## config.mk

```make
export PLATFORM = sky130hd
export DESIGN_NAME = spc_ctrl_top
export DESIGN_NICKNAME = d
export VERILOG_FILES = /design/src/logic/spc_pkg.sv /design/src/logic/spc_sync3.sv /design/src/logic/spc_ctrl_top.sv
export VERILOG_INCLUDE_DIRS = /design/src /design/src/logic
export SDC_FILE = /design/constraint.sdc
export NUM_CORES = 1
export LEC_CHECK = 0
export ABC_AREA = 0
export BUFFER_PORTS_ARGS = -buffer_cell sky130_fd_sc_hd__buf_2
export CORE_AREA = 2 2 113 115
export DETAILED_ROUTE_END_ITERATION = 8
export DIE_AREA = 0 0 115 117
export GPL_TIMING_DRIVEN = 0
export HOLD_SLACK_MARGIN = 0.02
export PLACE_DENSITY = 0.73
export RECOVER_POWER = 100
export SYNTH_ARGS = -nofsm -noshare
export SYNTH_HDL_FRONTEND = slang
export SYNTH_SLANG_ARGS = --single-unit
export TNS_END_PERCENT = 100
```

## constraint.sdc

```tcl
create_clock -name pclk -period 2.1 [get_ports pclk]
set_input_delay 0.42 -clock pclk [delete_from_list [all_inputs] [get_ports pclk]]
set_output_delay 0.42 -clock pclk [all_outputs]
set_load 0.03 [all_outputs]
```

## src/logic/spc_consts.svh

```systemverilog
// register offsets, field positions, reset values and timing counts of the serial port
`ifndef SPC_CONSTS_SVH
`define SPC_CONSTS_SVH

// register byte offsets on the apb bus
`define SPC_OFF_CTRL1   8'h00
`define SPC_OFF_CTRL2   8'h04
`define SPC_OFF_STAT    8'h08
`define SPC_OFF_DATA    8'h0c
`define SPC_OFF_EVT     8'h10
`define SPC_OFF_MASK    8'h14

// serial_port_control_one field positions
`define SPC_C1_RFIE     7
`define SPC_C1_EN       6
`define SPC_C1_TIE      5
`define SPC_C1_ROLE     4
`define SPC_C1_CLOCK_POLARITY     3
`define SPC_C1_CLOCK_PHASE     2
`define SPC_C1_SELECT_OUTPUT_ENABLE     1
`define SPC_C1_LSBF     0

// second control register field positions
`define SPC_C2_MODE_FAULT_ENABLE   4
`define SPC_C2_BIDIR    3
`define SPC_C2_SWIRE    0

// status register field positions
`define SPC_ST_RXF      7
`define SPC_ST_TXE      5
`define SPC_ST_FLT      4

// event register field positions
`define SPC_EV_DONE     0
`define SPC_EV_FLT      1
`define SPC_EV_TXE      2

// reset values
`define SPC_CTRL1_RST   8'h04
`define SPC_CTRL2_RST   8'h00

// pclk cycles per half serial clock period in master role; at least 6,
// since returned data must cross the pin filter before the sample edge
`define SPC_HALF_DEF    8
// index of the last serial clock edge in one byte
`define SPC_LAST_EDGE   4'hf

`endif

```

## src/logic/spc_pkg.sv

```systemverilog
// types shared by the serial port control logic
package spc_pkg;

	// transfer engine states
	typedef enum logic [1:0] {
		st_idle,
		st_run,
		st_tail,
		st_gap
	} spc_state_t;

endpackage : spc_pkg

```

## src/logic/spc_sync3.sv

```systemverilog
// three-stage synchroniser bank for pin inputs with agreement filter
`timescale 1ns/100ps
module spc_sync3
	import spc_pkg::*;
	#(
	parameter int           W       = 4,
	parameter logic [W-1:0] RST_VAL = '0
	)
	(
	// clock and reset
	input  wire logic         pclk,
	input  wire logic         presetn,
	input  wire logic         clk_en,
	// raw pins and filtered levels
	input  wire logic [W-1:0] d_i,
	output logic      [W-1:0] q_o
	);

	genvar i;
	for (i = 0; i < W; i++) begin : g_bit
		logic [2:0] s_q;  // three capture stages
		// stage 0 feeds stage 1 only; output moves once stages 1 and 2 agree
		always_ff @(posedge pclk or negedge presetn) begin
			if (!presetn) begin
				s_q    <= {3{RST_VAL[i]}};
				q_o[i] <= RST_VAL[i];
			end else if (clk_en) begin
				s_q <= {s_q[1:0], d_i[i]};
				if (s_q[1] == s_q[2]) begin
					q_o[i] <= s_q[2];
				end
			end
		end
	end

endmodule : spc_sync3

```

## src/logic/spc_ctrl_top.sv

```systemverilog
// serial port pin steering, control registers and byte transfer engine
//
// Overview of operation
// - disabled interface releases all four pins
// - clock pin input as slave, output master
// - two-wire: master-out drives master, samples slave
// - single-wire master: master-out direction follows bidir enable
// - single-wire slave: master-out pin released
// - two-wire: master-in samples master, drives selected slave
// - single-wire slave: master-in direction follows bidir enable
// - single-wire master: master-in pin released
// - slave uses select pin, active low input
// - master without fault enable releases select
// - master fault enable: fault input or select output
// - receive/fault interrupt gated by its enable
// - disable aborts, empties buffers, resets full and empty flags
// - transmit-empty interrupt gated by its enable
// - role bit: one master, zero slave
// - polarity bit sets clock idle level
// - phase bit places first sample edge
`timescale 1ns/100ps
`include "spc_consts.svh"
module spc_ctrl_top
	import spc_pkg::*;
	#(
	parameter int HALF_DIV = `SPC_HALF_DEF
	)
	(
	// clock, reset, enable
	input  wire logic        pclk,
	input  wire logic        presetn,
	input  wire logic        clk_en,
	// apb slave
	input  wire logic        psel,
	input  wire logic        penable,
	input  wire logic        pwrite,
	input  wire logic [7:0]  paddr,
	input  wire logic [31:0] pwdata,
	output logic      [31:0] prdata,
	output logic             pready,
	output logic             pslverr,
	// serial clock pin
	input  wire logic        serial_clock_pin_i,
	output logic             serial_clock_pin_o,
	output logic             serial_clock_pin_oe,
	output logic             serial_clock_pin_own,
	// master-out pin
	input  wire logic        master_out_pin_i,
	output logic             master_out_pin_o,
	output logic             master_out_pin_oe,
	output logic             master_out_pin_own,
	// master-in pin
	input  wire logic        master_in_pin_i,
	output logic             master_in_pin_o,
	output logic             master_in_pin_oe,
	output logic             master_in_pin_own,
	// slave select pin
	input  wire logic        slave_select_pin_n_i,
	output logic             slave_select_pin_n_o,
	output logic             slave_select_pin_oe,
	output logic             slave_select_pin_own,
	// interrupt
	output logic             irq
	);

	// bit pick and shift for either bit order
	function automatic logic pick_bit(input logic [7:0] sh, input logic lsb);
		pick_bit = lsb ? sh[0] : sh[7];
	endfunction : pick_bit

	function automatic logic [7:0] shift_in(input logic [7:0] sh, input logic b,
		input logic lsb);
		shift_in = lsb ? {b, sh[7:1]} : {sh[6:0], b};
	endfunction : shift_in

	// mapped register check, used for the error response
	function automatic logic addr_ok(input logic [7:0] a);
		addr_ok = (a == `SPC_OFF_CTRL1) || (a == `SPC_OFF_CTRL2) || (a == `SPC_OFF_STAT)
			|| (a == `SPC_OFF_DATA) || (a == `SPC_OFF_EVT) || (a == `SPC_OFF_MASK);
	endfunction : addr_ok

	// registers
	logic [7:0]  ctrl1_q;          // serial_port_control_one
	logic [7:0]  ctrl2_q;          // second control register
	logic [7:0]  tx_buf_q;         // transmit buffer
	logic [7:0]  rx_buf_q;         // receive buffer
	logic [7:0]  tx_sh_q;          // outgoing shifter
	logic [7:0]  rx_sh_q;          // incoming shifter
	logic [7:0]  rx_nx;            // incoming shifter after this edge
	logic        rx_full_q;        // receive_full_flag
	logic        tx_empty_q;       // transmit_empty_flag
	logic        fault_q;          // mode_fault_flag
	logic [2:0]  evt_q;            // sticky events
	logic [2:0]  mask_q;           // event mask
	spc_state_t  state_q;          // engine state
	logic [3:0]  edge_cnt_q;       // clock edge index in byte
	logic [15:0] div_q;            // half period divider
	logic        sclk_q;           // master clock level
	logic        ss_out_q;         // master select level
	logic        sclk_prev_q;      // last filtered clock level
	logic [31:0] rd_mux;           // read data selection
	logic [3:0]  pin_s;            // filtered pin levels
	logic [31:0] prdata_q;
	logic        pready_q;
	logic        pslverr_q;
	logic        irq_q;
	logic        sclk_o_q, sclk_oe_q, sclk_own_q;
	logic        mosi_o_q, mosi_oe_q, mosi_own_q;
	logic        miso_o_q, miso_oe_q, miso_own_q;
	logic        ss_o_q, ss_oe_q, ss_own_q;

	// pin input filter: clock, master-out, master-in, select (idle high)
	spc_sync3 #(.W(4), .RST_VAL(4'h8)) u_sync (
		.pclk    (pclk),
		.presetn (presetn),
		.clk_en  (clk_en),
		.d_i     ({slave_select_pin_n_i, master_in_pin_i, master_out_pin_i,
			serial_clock_pin_i}),
		.q_o     (pin_s)
	);

	// decoded control fields
	wire en      = ctrl1_q[`SPC_C1_EN];
	wire role_select    = ctrl1_q[`SPC_C1_ROLE];
	wire clock_polarity    = ctrl1_q[`SPC_C1_CLOCK_POLARITY];
	wire clock_phase    = ctrl1_q[`SPC_C1_CLOCK_PHASE];
	wire select_output_enable    = ctrl1_q[`SPC_C1_SELECT_OUTPUT_ENABLE];
	wire lsb     = ctrl1_q[`SPC_C1_LSBF];
	wire mode_fault_enable  = ctrl2_q[`SPC_C2_MODE_FAULT_ENABLE];
	wire bidir   = ctrl2_q[`SPC_C2_BIDIR];
	wire swire   = ctrl2_q[`SPC_C2_SWIRE];

	// roles and pin-derived conditions
	wire master    = en & role_select;
	wire slave     = en & !role_select;
	wire selected  = slave & !pin_s[3];
	wire fault_det = master & mode_fault_enable & !select_output_enable & !pin_s[3];
	wire din       = master ? (swire ? pin_s[1] : pin_s[2])
		: (swire ? pin_s[2] : pin_s[1]);
	wire out_bit   = pick_bit(tx_sh_q, lsb);

	// edge scheduling within the byte
	wire tick      = (div_q == 16'(HALF_DIV - 1));
	wire sl_edge   = pin_s[0] ^ sclk_prev_q;
	wire do_sample = (edge_cnt_q[0] == clock_phase);
	// slave steps on as soon as it samples: filter delay would miss the next far sample
	wire do_shift  = master ? (!do_sample && !(clock_phase && (edge_cnt_q == 4'h0)))
		: do_sample;
	wire start_m   = master & (state_q == st_idle) & !tx_empty_q & !fault_det;
	wire start_s   = slave & (state_q == st_idle) & selected;
	wire edge_m    = master & (state_q == st_run) & tick;
	wire edge_s    = slave & (state_q == st_run) & selected & sl_edge;
	wire edge_ev   = edge_m | edge_s;
	wire last_edge = edge_ev & (edge_cnt_q == `SPC_LAST_EDGE);
	wire done_m    = master & (state_q == st_tail) & tick;
	wire done_s    = slave & last_edge;
	wire byte_done = done_m | done_s;
	wire load      = start_m | start_s;
	wire abort     = !en | fault_det | (slave & (state_q == st_run) & !selected);

	// apb access phase strobes
	wire acc     = psel & penable & pready_q;
	wire wr      = acc & pwrite;
	wire rd_data = acc & !pwrite & (paddr == `SPC_OFF_DATA);

	// incoming shifter value after the current edge
	always_comb begin
		rx_nx = rx_sh_q;
		if (edge_ev && do_sample) begin
			rx_nx = shift_in(rx_sh_q, din, lsb);
		end
	end

	// read data selection
	always_comb begin
		rd_mux = 32'h0;
		case (paddr)
			`SPC_OFF_CTRL1: rd_mux = {24'h0, ctrl1_q};
			`SPC_OFF_CTRL2: rd_mux = {24'h0, ctrl2_q};
			`SPC_OFF_STAT:  rd_mux = {24'h0, rx_full_q, 1'b0, tx_empty_q, fault_q, 4'h0};
			`SPC_OFF_DATA:  rd_mux = {24'h0, rx_buf_q};
			`SPC_OFF_EVT:   rd_mux = {29'h0, evt_q};
			`SPC_OFF_MASK:  rd_mux = {29'h0, mask_q};
			default:        rd_mux = 32'h0;
		endcase
	end

	// apb answer: one wait-free access phase after each setup
	always_ff @(posedge pclk or negedge presetn) begin
		if (!presetn) begin
			pready_q  <= 1'b0;
			pslverr_q <= 1'b0;
			prdata_q  <= 32'h0;
		end else if (clk_en) begin
			pready_q  <= psel & !penable;
			pslverr_q <= psel & !penable & !addr_ok(paddr);
			prdata_q  <= (psel && !penable && !pwrite) ? rd_mux : 32'h0;
		end
	end

	// control registers; a mode fault drops the master role
	always_ff @(posedge pclk or negedge presetn) begin
		if (!presetn) begin
			ctrl1_q <= `SPC_CTRL1_RST;
			ctrl2_q <= `SPC_CTRL2_RST;
			mask_q  <= 3'h0;
		end else if (clk_en) begin
			if (wr && paddr == `SPC_OFF_CTRL1) begin
				ctrl1_q <= pwdata[7:0];
			end
			if (wr && paddr == `SPC_OFF_CTRL2) begin
				ctrl2_q <= pwdata[7:0] & 8'h19;
			end
			if (wr && paddr == `SPC_OFF_MASK) begin
				mask_q <= pwdata[2:0];
			end
			if (fault_det) begin
				ctrl1_q[`SPC_C1_ROLE] <= 1'b0;  // fault overrides a same-cycle write
			end
		end
	end

	// data buffers; disabling empties both
	always_ff @(posedge pclk or negedge presetn) begin
		if (!presetn) begin
			tx_buf_q <= 8'h0;
			rx_buf_q <= 8'h0;
		end else if (clk_en) begin
			if (!en) begin
				tx_buf_q <= 8'h0;
				rx_buf_q <= 8'h0;
			end else begin
				if (wr && paddr == `SPC_OFF_DATA) begin
					tx_buf_q <= pwdata[7:0];
				end
				if (byte_done) begin
					rx_buf_q <= rx_nx;
				end
			end
		end
	end

	// status flags; hardware set wins over software clear for receive full and fault
	always_ff @(posedge pclk or negedge presetn) begin
		if (!presetn) begin
			rx_full_q  <= 1'b0;
			tx_empty_q <= 1'b1;
			fault_q    <= 1'b0;
		end else if (clk_en) begin
			if (!en) begin
				rx_full_q  <= 1'b0;
				tx_empty_q <= 1'b1;
			end else begin
				// receive full: byte completion beats a data read
				if (byte_done) begin
					rx_full_q <= 1'b1;
				end else if (rd_data) begin
					rx_full_q <= 1'b0;
				end
				// transmit empty: a new write means the buffer holds data
				if (wr && paddr == `SPC_OFF_DATA) begin
					tx_empty_q <= 1'b0;
				end else if (load) begin
					tx_empty_q <= 1'b1;
				end
			end
			// mode fault flag, cleared by writing one
			if (fault_det) begin
				fault_q <= 1'b1;
			end else if (wr && paddr == `SPC_OFF_STAT && pwdata[`SPC_ST_FLT]) begin
				fault_q <= 1'b0;
			end
		end
	end

	// sticky events, write one to clear, set wins
	always_ff @(posedge pclk or negedge presetn) begin
		if (!presetn) begin
			evt_q <= 3'h0;
		end else if (clk_en) begin
			evt_q <= (evt_q & ~((wr && paddr == `SPC_OFF_EVT) ? pwdata[2:0] : 3'h0))
				| {load, fault_det, byte_done};
		end
	end

	// interrupt output: flag enables plus masked sticky events
	always_ff @(posedge pclk or negedge presetn) begin
		if (!presetn) begin
			irq_q <= 1'b0;
		end else if (clk_en) begin
			irq_q <= (ctrl1_q[`SPC_C1_RFIE] & (rx_full_q | fault_q))
				| (ctrl1_q[`SPC_C1_TIE] & tx_empty_q)
				| (|(evt_q & mask_q));
		end
	end

	// transfer engine: state, divider, edge count, clock and select
	always_ff @(posedge pclk or negedge presetn) begin
		if (!presetn) begin
			state_q     <= st_idle;
			div_q       <= 16'h0;
			edge_cnt_q  <= 4'h0;
			sclk_q      <= 1'b0;
			ss_out_q    <= 1'b1;
			sclk_prev_q <= 1'b0;
		end else if (clk_en) begin
			sclk_prev_q <= pin_s[0];
			div_q       <= (tick || state_q == st_idle) ? 16'h0 : div_q + 16'h1;
			if (abort) begin
				state_q    <= st_idle;
				edge_cnt_q <= 4'h0;
				sclk_q     <= clock_polarity;
				ss_out_q   <= 1'b1;
			end else begin
				case (state_q)
					st_idle: begin
						sclk_q     <= clock_polarity;
						edge_cnt_q <= 4'h0;
						if (load) begin
							state_q  <= st_run;
							ss_out_q <= !master;
						end
					end
					st_run: begin
						if (edge_ev) begin
							edge_cnt_q <= edge_cnt_q + 4'h1;
							sclk_q     <= master ? !sclk_q : sclk_q;
							if (last_edge) begin
								state_q <= master ? st_tail : st_idle;
							end
						end
					end
					st_tail: begin
						if (tick) begin
							state_q  <= st_gap;
							ss_out_q <= 1'b1;
						end
					end
					st_gap: begin
						if (tick) begin
							state_q <= st_idle;
						end
					end
					default: state_q <= st_idle;
				endcase
			end
		end
	end

	// shifters: load from buffer, shift and sample on scheduled edges
	always_ff @(posedge pclk or negedge presetn) begin
		if (!presetn) begin
			tx_sh_q <= 8'h0;
			rx_sh_q <= 8'h0;
		end else if (clk_en) begin
			if (abort) begin
				tx_sh_q <= 8'h0;
				rx_sh_q <= 8'h0;
			end else if (load) begin
				tx_sh_q <= tx_buf_q;
				rx_sh_q <= 8'h0;
			end else begin
				rx_sh_q <= rx_nx;
				if (edge_ev && do_shift) begin
					tx_sh_q <= lsb ? {1'b0, tx_sh_q[7:1]} : {tx_sh_q[6:0], 1'b0};
				end
			end
		end
	end

	// pin steering, all registered
	always_ff @(posedge pclk or negedge presetn) begin
		if (!presetn) begin
			sclk_own_q <= 1'b0;
			sclk_oe_q  <= 1'b0;
			sclk_o_q   <= 1'b0;
			mosi_own_q <= 1'b0;
			mosi_oe_q  <= 1'b0;
			mosi_o_q   <= 1'b0;
			miso_own_q <= 1'b0;
			miso_oe_q  <= 1'b0;
			miso_o_q   <= 1'b0;
			ss_own_q   <= 1'b0;
			ss_oe_q    <= 1'b0;
			ss_o_q     <= 1'b1;
		end else if (clk_en) begin
			// serial clock: input as slave, output as master
			sclk_own_q <= en;
			sclk_oe_q  <= master;
			sclk_o_q   <= sclk_q;
			// master-out: two-wire per role, single-wire master only
			mosi_own_q <= en & (!swire | role_select);
			mosi_oe_q  <= master & (!swire | bidir);
			mosi_o_q   <= out_bit;
			// master-in: two-wire per role, single-wire slave only
			miso_own_q <= en & (!swire | !role_select);
			miso_oe_q  <= slave & (swire ? bidir : selected);
			miso_o_q   <= out_bit;
			// select: slave input, master fault input or output
			ss_own_q   <= en & (!role_select | mode_fault_enable);
			ss_oe_q    <= master & mode_fault_enable & select_output_enable;
			ss_o_q     <= ss_out_q;
		end
	end

	// output ports
	assign prdata               = prdata_q;
	assign pready               = pready_q;
	assign pslverr              = pslverr_q;
	assign irq                  = irq_q;
	assign serial_clock_pin_o   = sclk_o_q;
	assign serial_clock_pin_oe  = sclk_oe_q;
	assign serial_clock_pin_own = sclk_own_q;
	assign master_out_pin_o     = mosi_o_q;
	assign master_out_pin_oe    = mosi_oe_q;
	assign master_out_pin_own   = mosi_own_q;
	assign master_in_pin_o      = miso_o_q;
	assign master_in_pin_oe     = miso_oe_q;
	assign master_in_pin_own    = miso_own_q;
	assign slave_select_pin_n_o = ss_o_q;
	assign slave_select_pin_oe  = ss_oe_q;
	assign slave_select_pin_own = ss_own_q;
endmodule : spc_ctrl_top

```

==> flow_summary.toml, run 1 <==
[worst_setup_path]
rrSetupSlack_ps = 30
worstPathRequired_ps = 2390
ff2ff_path_depth = 6
arrival_ps = 2360
endpoint_kind = "flop"
critPathKind = "reg -> reg"
r2r_start = "state_q[1]"
critPathMaxFanout = 10
start_kind = "flop"
r2r-end = "tx_sh_q[3]"

[die]
start_util_pct = 48.3
die_h_um = 117
die_w_um = 115
coreArea_sq_um = 12300
num_io_pins = 97
rows = 41
dieArea_sq_um = 13500

[power]
p_sw_share_pct = 24.7
power.switching_w = 0.00140
power_frac_clock_pct = 48.5
p_comb_share_pct = 9.3
p_leak_nw = 3.39
p_int_w = 0.00428
peakVddDrop_uv = 389
power_density_nw_per_um2 = 770
sequentialPowerShare_pct = 42.2
total_power_w = 0.00568

[cts]
cts_buffer_depth = 2
root_buffer = "clkbuf_16"
numCtsBuffers = 17
cts_tree = "yes"
hold_buffers = 0
clock_sinks = 115
ctsHtreeMaxLevel = 4
path_clk_slew_ps = 50
clk_latency_ps = 410

[global_route]
overflow = 0
track_usage_pct = 24.4
antenna_found_initial = 0
grt_max_degree = 76
grt_pass1_vias = 5083
grt_first_pass_wirelength_um = 25200

[sta]
fin_crit_sh_pct = 98.6
rsz0062_at_grt = "yes"
fin_setup_tns_ps = 0
finClkSkew_ps = 10.4
finalMaxSlewViolations = 0
setup_viol_count_final = 0
worstMarginPinSlew_ps = 1090
max_slew_margin_pct = 27.3
fin_crit_ps = 2070
finalHoldViolations = 0
fmax_mhz = 483

[synth]
ys_seq_elements = 115
synthesis.area_sq_um = 5940
yosysWarnings = 0
synth_cell_types = 60
synth-edff-count = 0
synthCells = 582
ys_seq_area_share_pct = 48.6
synth.avg_cell_area_sq_um = 10.2
synthArstFlopShare_pct = 100
synth_ff_type = "dfrtp_1"

[detailed_routing]
drt-vias-per-instance = 5.83
ant_nets = 0
drt_iter0_drc = 292
drt-wirelength-per-cell_um = 18.2
vias = 4953
drc = 0
routed_wl_um = 15500
dr.pass1.iters = 5

[run]
cap_violations = 0

[placed_design]
dp_hpwl_um = 10900
port_buffers = 47
placed_area_sq_um = 6490
gp_congestion = 0.896

[status]
status = "finished clean"

[cells_and_area]
nets = 739
area_growth_pct = 24.1
utilization_pct = 59.9
diodes = 0
stdcell_area_sq_um = 7370
layout-drive-gt1-share_pct = 26.5
final_common_cell = "dfrtp_1"
final_cell_mix = "dfrtp_1, nand2_1, nor2_1, buf_4, o21ai_0"

[hold_path]
min_path_type = "in -> async"
==> cells by family (layout without fill, tap and decap cells) <==
group	after synthesis	count (layout)	synth area share, %
AOI/OAI and AO/OA	139	139	16.1
xor gates and xnor gates	17	17	2.51
adders and majority gates	3	3	0.632
buffers and inverters	81	175	6.89
DFF	115	115	48.6
muxes	56	56	10.4
other	1	24	0.0631
and+or+nand+nor	170	170	14.8
==> worst max path at each step <==
stage	startpoint	to	slack, ps	cells past startpoint
floorplan	paddr[1]	ctrl1_q[1]	-120	5
global route	div_q[1]	tx_sh_q[3]	-50	7
CTS	u_sync.q_o[3]	edge_cnt_q[3]	-90	6
finish	state_q[1]	tx_sh_q[3]	30	6
global placement	presetn	mask_q[0]	-700	1
detailed placement	clk_en	irq	-450	5
==> per-stage QoR <==
stage,worst slack [ps],std cells,hold WS (ps)
2_1_floorplan,-119,605,124
3_3_place_gp,-698,802,467
3_5_place_dp,-449,803,453
4_1_cts,-94.3,843,20.6
5_1_grt,-52.9,849,239
6_report,28.5,849,211
==> Yosys cell counts (2+ instances only) <==
master | n | area share (%)
a21o_1 | 9 | 1.1
a211oi_1 | 2 | 0.25
o2bb2ai_1 | 23 | 3.4
a22oi_1 | 6 | 0.76
nand3_1 | 19 | 1.6
o21ai_1 | 2 | 0.17
a21boi_0 | 3 | 0.38
dfrtp_1 | 107 | 45
o21ai_0 | 41 | 3.5
and2_1 | 2 | 0.21
buf_4 | 26 | 3.3
nor2b_1 | 5 | 0.53
nand2_1 | 42 | 2.7
a22o_1 | 12 | 1.8
nand4_1 | 10 | 1.1
a41oi_1 | 2 | 0.29
a31oi_1 | 7 | 0.74
nor4_1 | 4 | 0.42
and4b_1 | 3 | 0.51
nand4b_1 | 2 | 0.29
and4_1 | 5 | 0.74
nand2b_1 | 6 | 0.63
inv_1 | 24 | 1.5
nor3_1 | 10 | 0.84
a32o_1 | 2 | 0.34
clkbuf_1 | 23 | 1.5
buf_2 | 6 | 0.51
dfstp_2 | 8 | 3.5
nor3b_1 | 2 | 0.25
xor2_1 | 6 | 0.88
and3_1 | 6 | 0.63
ha_1 | 3 | 0.63
nor2_1 | 44 | 2.8
buf_1 | 2 | 0.13
a21oi_1 | 15 | 1.3
mux2_2 | 34 | 6.4
xnor2_1 | 11 | 1.6
mux2i_1 | 21 | 3.5
a31o_2 | 2 | 0.29
o211ai_1 | 5 | 0.63
==> worst max-delay path, stage by stage (launching register included) <==
cell	delay [ps]
dfrtp_1	390
buf_2	210
nor3_1	250
a211oi_1	90
or2_2	400
a31o_4	290
mux2_4	310
==> final cells by class <==
class,count,area [sq um]
Tap cell,150,188
Clock inverter,9,77.6
Fill cell,1016,4940
Inverter,24,90.1
Sequential cell,115,2890
Buffer,54,334
Clock buffer,23,498
Multi-Input combinational cell,409,2930
Timing Repair Buffer,65,365
==> power groups by stage <==
stage | registers (W) | logic, W | clock network [W]
after floorplan | 0.00241 | 0.000330 | 0
after global placement | 0.00240 | 0.000494 | 0
after detailed placement | 0.00241 | 0.000510 | 0
after CTS | 0.00237 | 0.000523 | 0.00278
after global routing | 0.00241 | 0.000580 | 0.00290
final | 0.00240 | 0.000529 | 0.00276
==> sequential cells by signal (all words and copies together) (netlist names), 8 cells and up <==
name / flops
ctrl1_q: 8
div_q: 16
prdata: 8
rx_buf_q: 8
rx_sh_q: 8
tx_buf_q: 8
tx_sh_q: 8
u_sync.g_bit.s_q: 12
==> layer usage <==
metal  vias up  wire length, um  global-route usage, %
met4         0              373                   10.4
met5         -                0                      0
met3        30              763                   4.99
li1       2261                -                      -
met1      2489             6840                   31.5
met2       173             7510                   40.2
==> what timing repair did <==
action                     in CTS  in global routing
setup endpoints to repair      64                 41
gates resized for setup        27                 33
cloned                          0                  0
hold endpoints to repair        0                  0
pin swaps                       5                  8
setup buffers                   9                  8
No activity file was read; power rests on OpenSTA's default activity.
==> run 2, diff against run 1 <==
--- a/config.mk
+++ b/config.mk
@@ -9,11 +9,12 @@
 export ABC_AREA = 0
 export BUFFER_PORTS_ARGS = -buffer_cell sky130_fd_sc_hd__buf_2
 export CORE_AREA = 2 2 113 115
+export CTS_CLUSTER_DIAMETER = 30
 export DETAILED_ROUTE_END_ITERATION = 8
 export DIE_AREA = 0 0 115 117
 export GPL_TIMING_DRIVEN = 0
 export HOLD_SLACK_MARGIN = 0.02
-export PLACE_DENSITY = 0.73
+export PLACE_DENSITY = 0.82
 export RECOVER_POWER = 100
 export SYNTH_ARGS = -nofsm -noshare
 export SYNTH_HDL_FRONTEND = slang
==> run 2 against run 1 <==
Fmax down 0.66%. Worst setup slack worse by 14 ps. Sequential power about the same. Final cell count is 0.24% lower. Clock skew down 2.1 ps. Via count shrank 1.5%. Critical path type is now in -> reg. Largest cell class unchanged. Highest routed layer unchanged.
==> flow_summary.toml, run 2 (synthesis gave the netlist of run 1 again) <==
[status]
status = "finished clean"

[die]
dieArea_sq_um = 13500
die_w_um = 115
rows = 41
num_io_pins = 97
coreArea_sq_um = 12300
die_h_um = 117
start_util_pct = 48.3

[power]
p_comb_share_pct = 8.6
power.switching_w = 0.00143
p_int_w = 0.00440
p_sw_share_pct = 24.6
peakVddDrop_uv = 540
sequentialPowerShare_pct = 41.3
power_density_nw_per_um2 = 792
power_frac_clock_pct = 50.1
p_leak_nw = 3.38

[cells_and_area]
nFillCells = 1001
diodes = 0
stdcell_area_sq_um = 7360
final_cell_mix = "dfrtp_1, clkbuf_1, nand2_1, nor2_1, o21ai_0"
utilization_pct = 59.8
nets = 737
area_growth_pct = 23.8
largestRegisters = "div_q x16, u_sync.g_bit.s_q x12"
largest-register = "div_q"
largest_reg_flops = 16
layout-drive-gt1-share_pct = 26.1
final_common_cell = "dfrtp_1"

[global_route]
grt_max_degree = 75
grt_first_pass_wirelength_um = 24600
grt_pass1_vias = 4758
antenna_found_initial = 0
overflow = 0
track_usage_pct = 24.1

[detailed_routing]
dr.pass1.iters = 6
routed_wl_um = 15500
drc = 0
ant_nets = 0
drt-wirelength-per-cell_um = 18.2
drt_iter0_drc = 435
vias = 4880
drt-vias-per-instance = 5.76

[placed_design]
dp_hpwl_um = 10700
port_buffers = 47
placed_area_sq_um = 6490
gp_congestion = 0.928

[worst_setup_path]
critPathKind = "in -> reg"
critPathMaxFanout = 10
arrival_ps = 2350
worstPathRequired_ps = 2360
endpoint_kind = "flop"
start_kind = "input port"

[cts]
cts_tree = "yes"
cts_buffer_depth = 2
ctsHtreeMaxLevel = 4
path_clk_slew_ps = 50
clock_sinks = 115
clk_latency_ps = 420
numCtsBuffers = 17
root_buffer = "clkbuf_16"

[sta]
fin_crit_sh_pct = 99.3
fin_setup_tns_ps = 0
finClkSkew_ps = 8.27
finalMaxSlewViolations = 0
max_slew_margin_pct = 28.7
whs_ps = 234
rsz0062_at_grt = "yes"
worstMarginPinSlew_ps = 1070
fin_crit_ps = 2090
finalHoldViolations = 0
setup_viol_count_final = 0
fmax_mhz = 480

[run]
cap_violations = 0

[hold_path]
min_path_type = "in -> reg"
run 2: what timing repair did:
item | in CTS | in global routing
resized for setup | 38 | 16
buffers inserted | 9 | 5
hold buffers | 1 | 0
hold endpoints to repair | 41 | 0
pin swaps | 7 | 4
endpoints found under the setup margin | 48 | 53
run 2: worst max-delay path: stages:
cell and delay [ps]:
clkbuf_1 330, clkbuf_1 490, clkbuf_1 510, clkbuf_2 400, a41oi_1 190
run 2: final timing paths:
check,end,slack [ps],startpoint,cells past startpoint
worst max-delay path,irq,10,clk_en,5
worst min-delay path,u_sync.g_bit[0].s_q[0],230,serial_clock_pin_i,2
min in group asynchronous,div_q[5],720,presetn,2
worst min register to register,prdata[7],480,prdata[7],1
worst max register to register,rx_buf_q[7],40,div_q[1],8
max in group asynchronous,ctrl1_q[2],440,presetn,3
run 2: metal layers:
metal / GRT usage (%) / part of all wire, % / vias to the layer above
met5: 0 / 0 / -
met4: 9.08 / 2.3 / 0
met3: 6.02 / 5.6 / 33
met2: 39.0 / 49 / 170
met1: 31.7 / 43 / 2420
li1: - / - / 2257
run 2: power groups by stage:
stage | Combinational, W | Sequential, W | Clock [W]
global placement | 0.000493 | 0.00240 | 0
floorplan | 0.000330 | 0.00241 | 0
global route | 0.000556 | 0.00242 | 0.00306
CTS | 0.000537 | 0.00237 | 0.00296
detailed placement | 0.000509 | 0.00241 | 0
finish | 0.000502 | 0.00241 | 0.00292
run 2: layout make-up:
type                       count  area (sq um)  area share (%)
tap                          150           188            2.55
buffer                        54           325            4.42
multi-input combinational    409          2910            39.6
clock buffer                  24           502            6.82
timing repair buffer          63           348            4.73
inverter                      24          90.1            1.22
sequential                   115          2900            39.4
clock inverter                 8          97.6            1.33
run 2: stage by stage:
step                instances  total power (W)  setup WS [ps]
finish                    847          0.00583           14.8
global route              847          0.00603          -92.5
CTS                       844          0.00587           7.19
detailed placement        803          0.00292           -476
global placement          802          0.00290           -683
floorplan                 605          0.00274           -119
==> run 3, diff against run 2 <==
--- a/config.mk
+++ b/config.mk
@@ -15,7 +15,6 @@
 export GPL_TIMING_DRIVEN = 0
 export HOLD_SLACK_MARGIN = 0.02
 export PLACE_DENSITY = 0.82
-export RECOVER_POWER = 100
 export SYNTH_ARGS = -nofsm -noshare
 export SYNTH_HDL_FRONTEND = slang
 export SYNTH_SLANG_ARGS = --single-unit
==> run 3 against run 2 <==
Non-clock buffer count did not move. Critical path depth rose by 3. Count of clock-buffer cells in the layout did not move. Via count rose by 0.86%. Clock skew barely moved. Highest routed layer unchanged. Critical endpoint is now rx_buf_q[7].
==> flow_summary.toml, run 3 (synthesis gave the netlist of run 1 again) <==
[cts]
ctsHtreeMaxLevel = 4
path_clk_slew_ps = 60
cts_tree = "yes"
clock_sinks = 115
clk_latency_ps = 430
numCtsBuffers = 17
root_buffer = "clkbuf_16"
cts_buffer_depth = 2

[detailed_routing]
drt-wirelength-per-cell_um = 18.2
dr.pass1.iters = 5
routed_wl_um = 15400
drt_iter0_drc = 477
vias = 4922
ant_nets = 0
drt-vias-per-instance = 5.81
drc = 0

[worst_setup_path]
r2r-end = "rx_buf_q[7]"
crit_start = "div_q[1]"
path_depth = 8
critPathMaxFanout = 10
ff2ff_path_depth = 8
endpoint_kind = "flop"
crit_buf_inv = 2
critPathMaxStageDelay_ps = 410
rrSetupSlack_ps = 20
critPathCapture = "rx_buf_q[7]"
path_cells = "ha_4 > nor4bb_4 > nand4_1 > buf_4 > o21ai_4 > buf_4 > mux2i_1 > mux2i_1"
r2r_start = "div_q[1]"
path_delay_family = "buffers and inverters"
worstPathRequired_ps = 2390
arrival_ps = 2370
start_kind = "flop"
critPathKind = "reg -> reg"
worst_path_max_delay_cell = "dfrtp_1"

[status]
status = "finished clean"

[sta]
whs_ps = 229
setup_viol_count_final = 0
worstMarginPinSlew_ps = 746
max_slew_margin_pct = 50.2
finClkSkew_ps = 8.26
setup_ws_ps = 21.4
finalHoldViolations = 0
finalMaxSlewViolations = 0
rsz0062_at_grt = "yes"
fmax_mhz = 481
fin_setup_tns_ps = 0
fin_crit_sh_pct = 99.0
fin_crit_ps = 2080

[power]
peakVddDrop_uv = 540
power_density_nw_per_um2 = 790
p_leak_nw = 3.48

[global_route]
grt_first_pass_wirelength_um = 24600
track_usage_pct = 24.1
grt_max_degree = 75
overflow = 0
antenna_found_initial = 0
grt_pass1_vias = 4758

[cells_and_area]
multi_input_area_sq_um = 2920
final_cell_mix = "dfrtp_1, buf_2, nand2_1, nor2_1"
final_common_cell = "dfrtp_1"
layout-drive-gt1-share_pct = 29.8
area_growth_pct = 24.5
nets = 737
largestRegisters = "div_q x16, u_sync.g_bit.s_q x12"
nFillCells = 995
largest_reg_flops = 16
largest-register = "div_q"
utilization_pct = 60.1
diodes = 0
instances_no_fill = 847
seq_area_sq_um = 2900

[hold_path]
min_path_type = "in -> reg"

[placed_design]
dp_hpwl_um = 10700
post-place-cells = 803
gp_congestion = 0.928
dpl_worst_slack_ps = -476
port_buffers = 47

[die]
die_h_um = 117
dieArea_sq_um = 13500
rows = 41
die_w_um = 115
start_util_pct = 48.3
num_io_pins = 97
coreArea_sq_um = 12300

[run]
cap_violations = 0
run 3: repair_timing:
item	CTS	global route
hold endpoints to repair	41	0
pin swaps	7	4
cloned	0	0
resized for setup	38	16
hold buffers	1	0
setup endpoints to repair	48	53
setup buffers	9	5
run 3: area by class of cell:
type / count / share of cell area [%]
inverters: 24 / 1.22
well taps: 150 / 2.54
plain buffers: 54 / 4.42
clock inverters: 8 / 1.32
flip-flops and latches: 115 / 39.2
multi-input cells: 409 / 39.4
clock buffers: 24 / 6.79
repair buffers: 63 / 5.14
run 3: where the power goes:
part	total (W)	switching (W)	internal (W)
Clock	0.00293	0.00103	0.00190
Sequential	0.00241	0.0000931	0.00231
Combinational	0.000505	0.000318	0.000186
run 3: layer usage:
layer	GRT usage, %	share of wire (%)	vias up
met3	6.02	6.3	41
met2	39.0	49	204
met1	31.7	43	2426
li1	-	-	2251
met5	0	0	-
met4	9.08	2.3	0
run 3: how the worst min path moves through the flow:
stage,start,endpoint,slack [ps],depth (start not counted)
2_1_floorplan,presetn,ctrl1_q[0],120,0
3_3_place_gp,prdata[5],prdata[5],470,1
3_5_place_dp,presetn,div_q[4],450,1
4_1_cts,serial_clock_pin_i,u_sync.g_bit[0].s_q[0],220,2
5_1_grt,slave_select_pin_n_i,u_sync.g_bit[3].s_q[0],230,2
6_report,serial_clock_pin_i,u_sync.g_bit[0].s_q[0],230,2
run 3: per-stage QoR:
step	cell area [sq um]	total power [W]
3_3_place_gp	6460	0.00290
4_1_cts	7310	0.00587
6_report	7390	0.00584
2_1_floorplan	6030	0.00274
3_5_place_dp	6490	0.00292
5_1_grt	7390	0.00604
